--- src/design/rxcfg_pkg.sv ---
/*
 * Shared constants for the receiver control block: register offsets,
 * field positions, reset values, serial-port and divider encodings.
 * Assumes a 7-bit register space reached over the three-wire port.
 */
package rxcfg_pkg;
    // ****************************************************************
    // Register offsets.
    // ****************************************************************
    localparam logic [6:0] FILT_CFG_ADDR = 7'h03;
    localparam logic [6:0] LO_HIGH_ADDR  = 7'h09;
    localparam logic [6:0] LO_MID_ADDR   = 7'h0a;
    localparam logic [6:0] LO_LOW_ADDR   = 7'h0b;
    localparam logic [6:0] AFE_CTL_ADDR  = 7'h19;
    localparam logic [6:0] CREC_CFG_ADDR = 7'h35;
    // ****************************************************************
    // Reset values.
    // ****************************************************************
    localparam logic [7:0] FILT_CFG_RST  = 8'h10;
    localparam logic [7:0] LO_HIGH_RST   = 8'h00;
    localparam logic [7:0] LO_MID_RST    = 8'h00;
    localparam logic [7:0] LO_LOW_RST    = 8'h00;
    localparam logic [7:0] AFE_CTL_RST   = 8'h10;
    localparam logic [7:0] CREC_CFG_RST  = 8'h00;
    // ****************************************************************
    // Field positions.
    // ****************************************************************
    localparam int LOW_DELAY_BIT  = 7;
    localparam int WIDE_BW_BIT    = 6;
    localparam int COARSE_LSB     = 3;
    localparam int FINE_LSB       = 0;
    localparam int XODIV_LSB      = 4;
    localparam int HIGH_SIDE_BIT  = 3;
    localparam int BAND_LSB       = 1;
    localparam int FRAC_BIT       = 0;
    localparam int CR_MODE_LSB    = 0;
    // ****************************************************************
    // Encodings and counts.
    // ****************************************************************
    localparam logic [2:0] DIV_RATIO_0   = 3'h4;
    localparam logic [2:0] DIV_RATIO_1   = 3'h5;
    localparam logic [2:0] DIV_RATIO_2   = 3'h6;
    localparam logic [1:0] CR_CLK_ONLY   = 2'h1;
    localparam logic [1:0] CR_RETIME     = 2'h2;
    localparam logic [1:0] CR_BOTH       = 2'h3;
    localparam logic [1:0] LAT_DEFAULT   = 2'h0;
    localparam logic [1:0] LAT_LOWER     = 2'h1;
    localparam logic [1:0] LAT_LOWEST    = 2'h2;
    localparam logic [1:0] LAT_RESERVED  = 2'h3;
    localparam int         BYTE_BITS     = 8;
    localparam int         SYNC_STAGES   = 3;
    localparam logic [15:0] CR_HALF_RST  = 16'h0040;
    typedef enum logic [1:0] {SP_ADDR, SP_DUMMY, SP_DATA, SP_IDLE}
        rxcfg_phase_t;
endpackage : rxcfg_pkg

--- src/design/rxcfg_sync.sv ---
/*
 * Three-stage synchroniser for one pin input with agreement filter.
 * Assumes the caller's clock; output changes once stages two and three
 * agree.
 */
`timescale 1ns/1ps
module rxcfg_sync
    import rxcfg_pkg::*;
(
    input  wire logic clock,
    input  wire logic rst_n,
    input  wire logic enable,
    input  wire logic pinIn,
    input  wire logic resetLevel,
    output logic      level
);
    logic [SYNC_STAGES-1:0] stage_reg;
    logic                   level_reg;
    wire                    agree = stage_reg[1] == stage_reg[2];

    always_ff @(posedge clock or negedge rst_n) begin
        if (!rst_n) begin
            stage_reg <= '0;
            level_reg <= 1'b0;
        end else if (enable) begin
            stage_reg <= {stage_reg[SYNC_STAGES-2:0], pinIn};
            if (agree) begin
                level_reg <= stage_reg[2];
            end
        end
    end

    // Chip select must read high out of reset, so the level is inverted.
    assign level = level_reg ^ resetLevel;
endmodule : rxcfg_sync

--- src/design/rxcfg_top.sv ---
/*
 * Control side of the receiver: three-wire serial register port, crystal
 * divider time base, synthesizer words, latency select and bit-clock
 * recovery with optional data re-timing.
 * Assumes one system clock far faster than the serial clock and the
 * demodulated data; serial pins and data are asynchronous inputs.
 */
`timescale 1ns/1ps
// How it works
// - Registers reached over clock, data, select.
// - Read drives data after one dummy byte.
// - Burst bytes step to next address.
// - Divide crystal clock to internal time base.
// - Divider codes 0,1,2 give 4,5,6.
// - Oscillator word held across three bytes.
// - Band code 0 disables synthesizer, 3/2/1 bands.
// - Recovery needs rate fields not both zero.
// - Mode selects clock output and re-timing.
// - Recovered clock twice rate, rising centred.
// - High-side bit places oscillator above carrier.
// - Wide bandwidth, plus buffer, lowest delay.
module rxcfg_top
    import rxcfg_pkg::*;
(
    input  wire logic        clock,
    input  wire logic        rst_n,
    input  wire logic        clockEnable,
    input  wire logic        serialClock,
    input  wire logic        chip_select_n,
    input  wire logic        serialDataIn,
    output logic             serialDataOut,
    output logic             serialDataOe_n,
    input  wire logic        demodData,
    output logic             dataOut,
    output logic             recoveredClock,
    output logic             timeBaseTick,
    output logic [23:0]      lo_frequency_word,
    output logic [1:0]       band_divider_code,
    output logic             fractional_synth_enable,
    output logic             mixer_high_side_select,
    output logic [1:0]       latencyPath,
    output logic             synthEnable
);
    // ****************************************************************
    // Pin synchronisers.
    // ****************************************************************
    logic sclkLevel;
    logic csLevel;
    logic sdiLevel;
    logic rxLevel;

    rxcfg_sync uSyncClk (.clock(clock), .rst_n(rst_n),
        .enable(clockEnable), .pinIn(serialClock), .resetLevel(1'b0),
        .level(sclkLevel));
    rxcfg_sync uSyncCs (.clock(clock), .rst_n(rst_n),
        .enable(clockEnable), .pinIn(~chip_select_n),
        .resetLevel(1'b1), .level(csLevel));
    rxcfg_sync uSyncDi (.clock(clock), .rst_n(rst_n),
        .enable(clockEnable), .pinIn(serialDataIn), .resetLevel(1'b0),
        .level(sdiLevel));
    rxcfg_sync uSyncRx (.clock(clock), .rst_n(rst_n),
        .enable(clockEnable), .pinIn(demodData), .resetLevel(1'b0),
        .level(rxLevel));

    // ****************************************************************
    // Serial port.
    // ****************************************************************
    logic         sclkPrev_reg;
    logic         csPrev_reg;
    rxcfg_phase_t phase_reg;
    logic [2:0]   bitCnt_reg;
    logic [7:0]   shiftIn_reg;
    logic [7:0]   shiftOut_reg;
    logic [6:0]   addr_reg;
    logic         isRead_reg;
    logic         drive_reg;
    logic [7:0]   filtCfg_reg;
    logic [7:0]   loHigh_reg;
    logic [7:0]   loMid_reg;
    logic [7:0]   loLow_reg;
    logic [7:0]   afeCtl_reg;
    logic [7:0]   crecCfg_reg;

    // Chip select high holds the port idle and masks clock edges.
    wire csActive  = ~csLevel;
    wire riseEdge  = csActive & sclkLevel & ~sclkPrev_reg;
    wire fallEdge  = csActive & ~sclkLevel & sclkPrev_reg;
    wire csStart   = csActive & csPrev_reg;
    wire byteDone  = riseEdge && bitCnt_reg == 3'h7;
    wire [7:0] byteIn = {shiftIn_reg[6:0], sdiLevel};
    wire writeByte = byteDone && phase_reg == SP_DATA && !isRead_reg;

    function automatic logic [7:0] readMux(input logic [6:0] a,
        input logic [7:0] p, input logic [7:0] h, input logic [7:0] m,
        input logic [7:0] l, input logic [7:0] f, input logic [7:0] c);
        logic [7:0] v;
        v = 8'h00;
        case (a)
            FILT_CFG_ADDR: v = p;
            LO_HIGH_ADDR: v = h;
            LO_MID_ADDR:  v = m;
            LO_LOW_ADDR:  v = l;
            AFE_CTL_ADDR: v = f;
            CREC_CFG_ADDR: v = {6'h00, c[1:0]};
            default:      v = 8'h00;
        endcase
        return v;
    endfunction : readMux

    wire [7:0] readData = readMux(addr_reg, filtCfg_reg, loHigh_reg,
        loMid_reg, loLow_reg, afeCtl_reg, crecCfg_reg);

    always_ff @(posedge clock or negedge rst_n) begin
        if (!rst_n) begin
            sclkPrev_reg <= 1'b0;
            csPrev_reg   <= 1'b1;
            phase_reg    <= SP_IDLE;
            bitCnt_reg   <= 3'h0;
            shiftIn_reg  <= 8'h00;
            shiftOut_reg <= 8'h00;
            addr_reg     <= 7'h00;
            isRead_reg   <= 1'b0;
            drive_reg    <= 1'b0;
        end else if (clockEnable) begin
            sclkPrev_reg <= sclkLevel;
            csPrev_reg   <= csLevel;
            if (!csActive) begin
                phase_reg <= SP_IDLE;
                bitCnt_reg <= 3'h0;
                drive_reg <= 1'b0;
            end else if (csStart) begin
                phase_reg <= SP_ADDR;
                bitCnt_reg <= 3'h0;
            end else begin
                if (riseEdge) begin
                    shiftIn_reg <= byteIn;
                    bitCnt_reg <= bitCnt_reg + 3'h1;
                end
                if (byteDone) begin
                    case (phase_reg)
                        SP_ADDR: begin
                            isRead_reg <= byteIn[7];
                            addr_reg <= byteIn[6:0];
                            phase_reg <= byteIn[7] ? SP_DUMMY : SP_DATA;
                        end
                        SP_DUMMY: begin
                            phase_reg <= SP_DATA;
                            drive_reg <= 1'b1;
                            shiftOut_reg <= readData;
                        end
                        SP_DATA: begin
                            addr_reg <= addr_reg + 7'h01;
                        end
                        default: phase_reg <= SP_IDLE;
                    endcase
                end
                // Next read byte is loaded after the address step.
                if (fallEdge && phase_reg == SP_DATA && isRead_reg) begin
                    if (bitCnt_reg == 3'h0) begin
                        shiftOut_reg <= readData;
                    end else begin
                        shiftOut_reg <= {shiftOut_reg[6:0], 1'b0};
                    end
                end
            end
        end
    end

    // Data leaves MSB first, changed on falling edges for the host.
    assign serialDataOut  = shiftOut_reg[7];
    assign serialDataOe_n = ~drive_reg;

    // ****************************************************************
    // Register file.
    // ****************************************************************
    always_ff @(posedge clock or negedge rst_n) begin
        if (!rst_n) begin
            filtCfg_reg <= FILT_CFG_RST;
            loHigh_reg  <= LO_HIGH_RST;
            loMid_reg   <= LO_MID_RST;
            loLow_reg   <= LO_LOW_RST;
            afeCtl_reg  <= AFE_CTL_RST;
            crecCfg_reg <= CREC_CFG_RST;
        end else if (clockEnable && writeByte) begin
            case (addr_reg)
                FILT_CFG_ADDR: filtCfg_reg <= byteIn;
                LO_HIGH_ADDR:  loHigh_reg  <= byteIn;
                LO_MID_ADDR:   loMid_reg   <= byteIn;
                LO_LOW_ADDR:   loLow_reg   <= byteIn;
                AFE_CTL_ADDR:  afeCtl_reg  <= byteIn;
                CREC_CFG_ADDR: crecCfg_reg <= byteIn;
                default: ;
            endcase
        end
    end

    wire [1:0] xoCode   = afeCtl_reg[XODIV_LSB +: 2];
    wire [2:0] coarse   = filtCfg_reg[COARSE_LSB +: 3];
    wire [2:0] fine     = filtCfg_reg[FINE_LSB +: 3];
    wire       wideBw   = filtCfg_reg[WIDE_BW_BIT];
    wire       lowDelay = filtCfg_reg[LOW_DELAY_BIT];
    wire [1:0] crMode   = crecCfg_reg[CR_MODE_LSB +: 2];

    assign lo_frequency_word = {loHigh_reg, loMid_reg, loLow_reg};
    assign band_divider_code = afeCtl_reg[BAND_LSB +: 2];
    assign synthEnable = band_divider_code != 2'h0;
    assign fractional_synth_enable = afeCtl_reg[FRAC_BIT];
    assign mixer_high_side_select  = afeCtl_reg[HIGH_SIDE_BIT];
    // Reserved pairing is reported rather than silently remapped.
    assign latencyPath = !wideBw ? (lowDelay ? LAT_RESERVED
                                             : LAT_DEFAULT)
                                 : (lowDelay ? LAT_LOWEST
                                             : LAT_LOWER);

    // ****************************************************************
    // Crystal divider time base.
    // ****************************************************************
    logic [2:0] divCnt_reg;
    wire  [2:0] divRatio = (xoCode == 2'h0) ? DIV_RATIO_0
                         : (xoCode == 2'h2) ? DIV_RATIO_2 : DIV_RATIO_1;
    wire        divWrap  = divCnt_reg >= divRatio - 3'h1;

    always_ff @(posedge clock or negedge rst_n) begin
        if (!rst_n) begin
            divCnt_reg <= 3'h0;
        end else if (clockEnable) begin
            divCnt_reg <= divWrap ? 3'h0 : divCnt_reg + 3'h1;
        end
    end

    assign timeBaseTick = clockEnable & divWrap;

    // ****************************************************************
    // Bit-clock recovery.
    // ****************************************************************
    // The bit period is learned from edge spacing on the time base; a
    // free-running phase counter is pulled to each data edge.
    logic        rxPrev_reg;
    logic [15:0] edgeGap_reg;
    logic [15:0] half_reg;
    logic [15:0] phase16_reg;
    logic        crClk_reg;
    logic        retimed_reg;
    logic        dataOut_reg;
    logic        quarter_reg;

    wire crAvail  = (coarse != 3'h0) || (fine != 3'h0);
    wire rxEdge   = rxLevel ^ rxPrev_reg;
    wire halfDone = phase16_reg >= half_reg;
    wire useClock = crAvail && (crMode == CR_CLK_ONLY || crMode == CR_BOTH);
    wire useRetim = crAvail && (crMode == CR_RETIME || crMode == CR_BOTH);

    always_ff @(posedge clock or negedge rst_n) begin
        if (!rst_n) begin
            rxPrev_reg  <= 1'b0;
            edgeGap_reg <= 16'h0000;
            half_reg    <= CR_HALF_RST;
            phase16_reg <= 16'h0000;
            crClk_reg   <= 1'b0;
            quarter_reg <= 1'b0;
            retimed_reg <= 1'b0;
        end else if (clockEnable && timeBaseTick) begin
            rxPrev_reg <= rxLevel;
            if (rxEdge) begin
                // Latest gap over three ticks is one bit; a quarter bit per clock
                // phase gives a clock at twice the data rate.
                if (edgeGap_reg > 16'h0003) begin
                    half_reg <= {2'b00, edgeGap_reg[15:2]};
                end
                edgeGap_reg <= 16'h0000;
                phase16_reg <= 16'h0000;
                crClk_reg   <= 1'b0;
                quarter_reg <= 1'b0;
            end else begin
                if (edgeGap_reg != 16'hffff) begin
                    edgeGap_reg <= edgeGap_reg + 16'h0001;
                end
                if (halfDone) begin
                    phase16_reg <= 16'h0000;
                    crClk_reg   <= ~crClk_reg;
                    quarter_reg <= ~quarter_reg;
                    if (!quarter_reg) begin
                        retimed_reg <= rxLevel;
                    end
                end else begin
                    phase16_reg <= phase16_reg + 16'h0001;
                end
            end
        end
    end

    always_ff @(posedge clock or negedge rst_n) begin
        if (!rst_n) begin
            dataOut_reg <= 1'b0;
        end else if (clockEnable) begin
            dataOut_reg <= useRetim ? retimed_reg : rxLevel;
        end
    end

    assign dataOut        = dataOut_reg;
    assign recoveredClock = useClock & crClk_reg;
endmodule : rxcfg_top

--- config.mk ---
export PLATFORM = sky130hd
export DESIGN_NAME = rxcfg_top
export DESIGN_NICKNAME = d
export VERILOG_FILES = /design/src/design/rxcfg_pkg.sv /design/src/design/rxcfg_sync.sv /design/src/design/rxcfg_top.sv
export SDC_FILE = /design/constraint.sdc
export NUM_CORES = 1
export LEC_CHECK = 0
export CELL_PAD_IN_SITES_DETAIL_PLACEMENT = 1
export CELL_PAD_IN_SITES_GLOBAL_PLACEMENT = 1
export CORE_MARGIN = 5
export CORE_UTILIZATION = 48
export CTS_BUF_LIST = sky130_fd_sc_hd__clkbuf_8
export DETAILED_ROUTE_END_ITERATION = 7
export DONT_BUFFER_PORTS = 1
export PLACE_DENSITY = 0.87
export REMOVE_ABC_BUFFERS = 1
export SETUP_SLACK_MARGIN = 0.02
export SYNTH_ARGS = -nofsm -noshare
export SYNTH_HDL_FRONTEND = slang
export SYNTH_SLANG_ARGS = --single-unit
--- constraint.sdc ---
create_clock -name clock -period 2.3 [get_ports clock]
set_clock_uncertainty 0.05 [all_clocks]
set_input_delay 0.46 -clock clock [delete_from_list [all_inputs] [get_ports clock]]
set_output_delay 0.46 -clock clock [all_outputs]
set_load 0.02 [all_outputs]
==> results of run 1 <==
-- timing repair --
action	CTS	global route
endpoints found under the setup margin	83	99
pin swaps	12	15
hold endpoints to repair	143	143
cloned	1	7
buffers inserted	9	6
gates resized for setup	46	31
-- per-layer routing --
metal	wire length, um	global-route usage	vias to the layer above
met4	1080	0.110	0
met3	1780	0.0617	101
met5	0	0	-
met2	12900	0.428	315
met1	9780	0.299	3273
li1	-	-	2715
-- worst min-delay path by stage --
stage                       to  slack [ns]
2_1_floorplan      addr_reg[0]        0.11
3_3_place_gp     loHigh_reg[7]        0.12
3_5_place_dp      loLow_reg[7]        0.12
4_1_cts        shiftOut_reg[2]       -0.39
5_1_grt        shiftOut_reg[2]       -0.41
6_report       shiftOut_reg[2]       -0.39
-- cell type report --
class,count,area (sq um),share of cell area
multi-input cells,481,3880,0.427
inverters,43,161,0.0178
clock buffers,18,248,0.0273
well taps,211,264,0.0291
repair buffers,60,719,0.0792
flip-flops and latches,143,3590,0.395
clock inverters,14,228,0.0251
-- power by group --
group	internal [mW]	switching [mW]	total, mW
Sequential	2.89	0.540	3.43
Clock	1.34	1.12	2.46
Combinational	1.80	2.09	3.88
-- Yosys cell counts, types with 6 or more instances --
library cell	number
ha_1	26
o21ai_0	30
buf_2	6
or4_1	16
inv_1	42
clkbuf_1	25
a222oi_1	8
a21oi_2	8
o31ai_1	22
nor2_1	26
nand4_1	12
nand3_1	20
nor3_1	6
dfrtp_1	137
and3_1	14
nand2_1	54
a21oi_1	36
nor4_1	10
dfstp_2	6
nand4b_1	6
o221ai_1	6
nor2b_1	7
a31o_2	8
mux2_2	73
mux2i_1	10
-- kinds of logic (layout without fill, tap and decap cells) --
family | count (synthesis) | after routing | share of synthesized area
flip-flops | 143 | 143 | 0.474
adder cells (fa/ha/maj) | 26 | 26 | 0.0430
XOR/XNOR | 3 | 3 | 0.00348
AND/OR/NAND/NOR | 204 | 204 | 0.153
AO/OA/AOI/OAI | 165 | 165 | 0.159
buffers and inverters | 83 | 135 | 0.0449
multiplexers | 83 | 83 | 0.122
-- per-stage QoR --
step	cell area, sq um	setup slack (ns)
after floorplan	7380	-0.404
after global placement	7970	-0.00752
after detailed placement	7970	-0.212
after CTS	8740	-0.259
after global routing	9090	-0.378
final	9090	-0.342
==> flow_metrics.py, run 1 <==
metrics = {
    "layout": {
        "area_delta_synth_final_pct": 20.2,
        "final_cells": 970,
        "layout-drive-gt1-share": 0.323,
        "final_cell_mix": "137 x dfrtp_1, 60 x mux2_2, 54 x nand2_1",
        "fin_util": 0.593,
        "final_common_cell": "dfrtp_1",
        "fill_cells": 1613,
        "layout.nets": 779,
        "antenna_cells": 0,
    },
    "yosys": {
        "yosysWarnings": 0,
        "yosysUniqueCellTypes": 72,
        "async_flop_share": 1.00,
        "syn_area_sq_mm": 0.00756,
        "syn-mean-instance-area_sq_um": 10.7,
        "synth_edf_count": 0,
        "synth-seq-cells": 143,
        "synth.yosys.seq_area_share": 0.474,
        "synth.top_cell.area_share": 0.453,
        "yosys.area.top_type": "dfrtp_1",
        "synthTopCellsByArea": "dfrtp_1 45%, mux2_2 11%, ha_1 4.3%",
        "synth_cells": 707,
        "ys.flop_type": "dfrtp_1",
    },
    "power": {
        "p_per_area_mw_per_mm2": 1080,
        "power.leakage_nw": 3.96,
        "vdd_drop_max_v": 0.000654,
        "total_power_mw": 9.77,
    },
    "cts": {
        "clock_latency_ns": 0.49,
        "htree_levels": 4,
        "root_buffer": "clkbuf_8",
        "cts_sinks": 143,
        "cts_tree": "yes",
        "numCtsBuffers": 17,
        "clk_pin_slew_ns": 0.09,
        "cts.path.max_buffers": 2,
    },
    "worst_setup_path": {
        "crit_family": "flip-flops",
        "cp-endpoint": "timeBaseTick",
        "cp_num_cells": 7,
        "critPathLaunch": "afeCtl_reg[4]",
        "r2r_cells": 11,
        "cp_num_buf_inv": 2,
        "required_ns": 1.79,
        "path_cells": "inv_2 -> ha_4 -> nand2b_4 -> a21o_1 -> a21oi_4 -> nor2_4 -> buf_6",
        "crit_fanout": 2,
        "arrival_ns": 2.13,
        "endpoint_kind": "primary output",
        "r2r-end": "half_reg[3]",
        "slowest_delay_ns": 0.56,
        "reg2reg_slack_ns": -0.25,
        "critPathSlowestCell": "dfstp_2",
        "cp-start-kind": "register",
        "path_class": "register to primary output",
        "reg2reg_from": "afeCtl_reg[4]",
    },
    "min_path": {
        "hold_path_class": "primary input to async pin",
    },
    "sta": {
        "fmax_mhz": 379,
        "setup_ws_ns": -0.342,
        "worstMarginPinSlew_ns": 0.806,
        "setup_violations": 95,
        "whs_ns": -0.387,
        "slew-limit-headroom": 0.459,
        "hold_violations": 143,
        "fin_crit_ns": 2.64,
        "rsz0062_at_grt": "true",
        "slew_violations": 0,
        "fin_tns_setup_ns": -11.91,
        "fin_crit_sh": 1.15,
    },
    "detailed_routing": {
        "routedWlPerCell_um": 26.4,
        "via_per_inst": 6.60,
        "routed_wl_um": 25600,
        "drt-initial-drc-count": 527,
        "drtAntennaViolNets": 0,
        "route.vias.total": 6404,
        "first_pass_iters": 5,
        "route.detailed.drc": 0,
    },
    "global_routing": {
        "grt_pass1_vias": 6752,
        "overflow": 0,
        "grt_usage": 0.250,
        "antenna_found_initial": 0,
        "grt_max_degree": 144,
        "grt_pass1_wl_um": 36200,
    },
    "place": {
        "place_congestion": 0.845,
        "dp.cells": 915,
        "dp_hpwl_um": 14300,
        "portBuffers": 0,
    },
    "floorplan": {
        "coreArea_sq_mm": 0.0153,
        "die_y_um": 135,
        "die_w_um": 135,
        "start_util": 0.494,
        "die_area_sq_mm": 0.0184,
        "num_rows": 45,
        "io_pins": 43,
    },
    "run_status": {
        "status": "complete, but fails checks",
        "violations": "hold timing, setup timing",
    },
    "job": {
        "max_cap_viol_count": 0,
    },
}
No activity file was read; power rests on OpenSTA's default activity.
==> inputs of run 2 (changes only) <==
--- a/config.mk
+++ b/config.mk
@@ -8,11 +8,11 @@
 export CELL_PAD_IN_SITES_DETAIL_PLACEMENT = 1
 export CELL_PAD_IN_SITES_GLOBAL_PLACEMENT = 1
 export CORE_MARGIN = 5
-export CORE_UTILIZATION = 48
+export CORE_UTILIZATION = 53
 export CTS_BUF_LIST = sky130_fd_sc_hd__clkbuf_8
 export DETAILED_ROUTE_END_ITERATION = 7
 export DONT_BUFFER_PORTS = 1
-export PLACE_DENSITY = 0.87
+export PLACE_DENSITY = 0.9
 export REMOVE_ABC_BUFFERS = 1
 export SETUP_SLACK_MARGIN = 0.02
 export SYNTH_ARGS = -nofsm -noshare
==> constraint.sdc (replaced) <==
create_clock -name clock -period 2.99 [get_ports clock]
set_clock_uncertainty 0.05 [all_clocks]
set_input_delay 0.598 -clock clock [delete_from_list [all_inputs] [get_ports clock]]
set_output_delay 0.598 -clock clock [all_outputs]
set_load 0.02 [all_outputs]
==> flow_metrics.py, run 2 (synthesized netlist as in run 1, its figures left out) <==
metrics = {
    "run_status": {
        "status": "complete, but fails checks",
        "violations": "hold timing",
    },
    "sta": {
        "setup_violations": 0,
        "rsz0062_at_grt": "false",
        "hold_violations": 137,
        "whs_ns": -0.215,
        "worstMarginPinSlew_ns": 0.909,
        "slew_violations": 0,
        "fmax_mhz": 345,
        "fin_crit_ns": 2.90,
        "fin_tns_setup_ns": 0,
        "fin_crit_sh": 0.969,
        "slew-limit-headroom": 0.389,
        "setup_ws_ns": 0.0936,
    },
    "place": {
        "dpl_worst_slack_ns": 0.171,
        "portBuffers": 0,
        "dp_hpwl_um": 14000,
        "place_congestion": 0.847,
    },
    "global_routing": {
        "busiest_layer": "met2",
        "grt_max_degree": 144,
        "gr-usage-met2": 0.446,
        "grt_pass1_wl_um": 34200,
        "grt_pass1_vias": 6366,
        "overflow": 0,
        "antenna_found_initial": 0,
        "grt_usage": 0.260,
        "grt_use_met3": 0.0618,
        "met1_usage": 0.325,
    },
    "layout": {
        "layout-drive-gt1-share": 0.223,
        "layout.nets": 732,
        "antenna_cells": 0,
        "final_common_cell": "dfrtp_1",
        "fin_util": 0.579,
        "area_delta_synth_final_pct": 6.64,
        "final_cell_mix": "137 x dfrtp_1, 73 x mux2_2, 54 x nand2_1",
    },
    "detailed_routing": {
        "route.detailed.drc": 0,
        "routedWlPerCell_um": 23.3,
        "routed_wl_um": 20800,
        "drt-initial-drc-count": 272,
        "route.vias.total": 5853,
        "first_pass_iters": 6,
        "drtAntennaViolNets": 0,
        "via_per_inst": 6.56,
    },
    "worst_setup_path": {
        "crit_top_cell": "ha_1",
        "slowest_delay_ns": 0.87,
        "required_ns": 3.26,
        "crit_fanout": 8,
        "critPathSlowestCell": "or4_1",
        "reg2reg_from": "bitCnt_reg[1]",
        "cp-start-kind": "register",
        "r2r-end": "loHigh_reg[2]",
        "reg2reg_slack_ns": 0.09,
        "path_cells": "ha_1 -> ha_1 -> nand4b_1 -> or4_1 -> nor2_4 -> mux2_2",
        "arrival_ns": 3.17,
        "endpoint_kind": "register",
        "path_class": "register to register",
        "crit_family": "simple AND/OR/NAND/NOR gates",
        "r2r_cells": 6,
        "cp_num_buf_inv": 0,
    },
    "floorplan": {
        "die_area_sq_mm": 0.0168,
        "io_pins": 43,
        "num_rows": 43,
        "die_y_um": 129,
        "start_util": 0.543,
        "coreArea_sq_mm": 0.0139,
        "die_w_um": 129,
    },
    "job": {
        "max_cap_viol_count": 0,
    },
    "power": {
        "switchingPower_mw": 2.27,
        "p_sw_frac": 0.384,
        "vdd_drop_max_v": 0.000466,
        "p_per_area_mw_per_mm2": 733,
        "power.leakage_nw": 3.51,
        "p_int_mw": 3.64,
        "p_comb_frac": 0.318,
        "clockPowerShare": 0.242,
        "pwr-share-seq": 0.440,
    },
    "cts": {
        "root_buffer": "clkbuf_8",
        "cts.path.max_buffers": 2,
        "cts_sinks": 143,
        "cts_tree": "yes",
        "clock_latency_ns": 0.45,
        "numCtsBuffers": 17,
        "htree_levels": 4,
        "clk_pin_slew_ns": 0.08,
    },
    "min_path": {
        "hold_path_class": "primary input to async pin",
    },
}
[run 2: worst max-delay path by stage]
stage	start	endpoint	slack, ns	cells after the start
2_1_floorplan	afeCtl_reg[4]	timeBaseTick	0.20	6
5_1_grt	bitCnt_reg[1]	loHigh_reg[2]	0.04	6
3_3_place_gp	bitCnt_reg[0]	loLow_reg[3]	0.47	6
4_1_cts	bitCnt_reg[1]	loHigh_reg[2]	0.13	6
3_5_place_dp	half_reg[13]	phase16_reg[10]	0.17	8
6_report	bitCnt_reg[1]	loHigh_reg[2]	0.09	6
[run 2: power groups by stage]
| stage | sequential (mW) | combinational [mW] | clock, mW |
|---|---|---|---|
| global placement | 2.57 | 1.67 | 0 |
| detailed placement | 2.62 | 1.84 | 0 |
| finish | 2.60 | 1.88 | 1.43 |
| global route | 2.64 | 2.03 | 1.55 |
| CTS | 2.59 | 1.87 | 1.44 |
| floorplan | 2.48 | 1.28 | 0 |
[run 2: area by class of cell]
cell class | instances | area, sq um
Clock buffer | 20 | 275
Clock inverter | 12 | 80.1
Multi-Input combinational cell | 481 | 3640
Fill cell | 1511 | 5870
Timing Repair Buffer | 13 | 97.6
Sequential cell | 143 | 3590
Tap cell | 180 | 225
Inverter | 43 | 161
[run 2: through the flow]
stage | power [mW] | cells | hold slack (ns) | cell area, sq um
floorplan | 3.77 | 667 | 0.252 | 7380
global placement | 4.25 | 860 | 0.256 | 7700
detailed placement | 4.46 | 860 | 0.257 | 7700
CTS | 5.90 | 892 | -0.235 | 8060
global route | 6.22 | 892 | -0.258 | 8060
finish | 5.91 | 892 | -0.215 | 8060
[run 2: worst register-to-register path: cells and delay by family, from the launching register on]
family | cells | cell delay, ns
AND/OR/NAND/NOR | 3 | 1.50
flip-flops | 1 | 0.42
multiplexers | 1 | 0.41
adder cells (fa/ha/maj) | 2 | 0.40
[run 2: layer usage]
layer,up-vias,part of all wire
li1,2611,-
met1,3023,0.42
met2,178,0.51
met3,41,0.053
met4,0,0.023
met5,-,0
[run 2: repair_timing]
item / CTS / global route
resized for setup: 0 / 1
hold endpoints to repair: 143 / 143
setup buffers: 0 / 0
endpoints found under the setup margin: 0 / 5
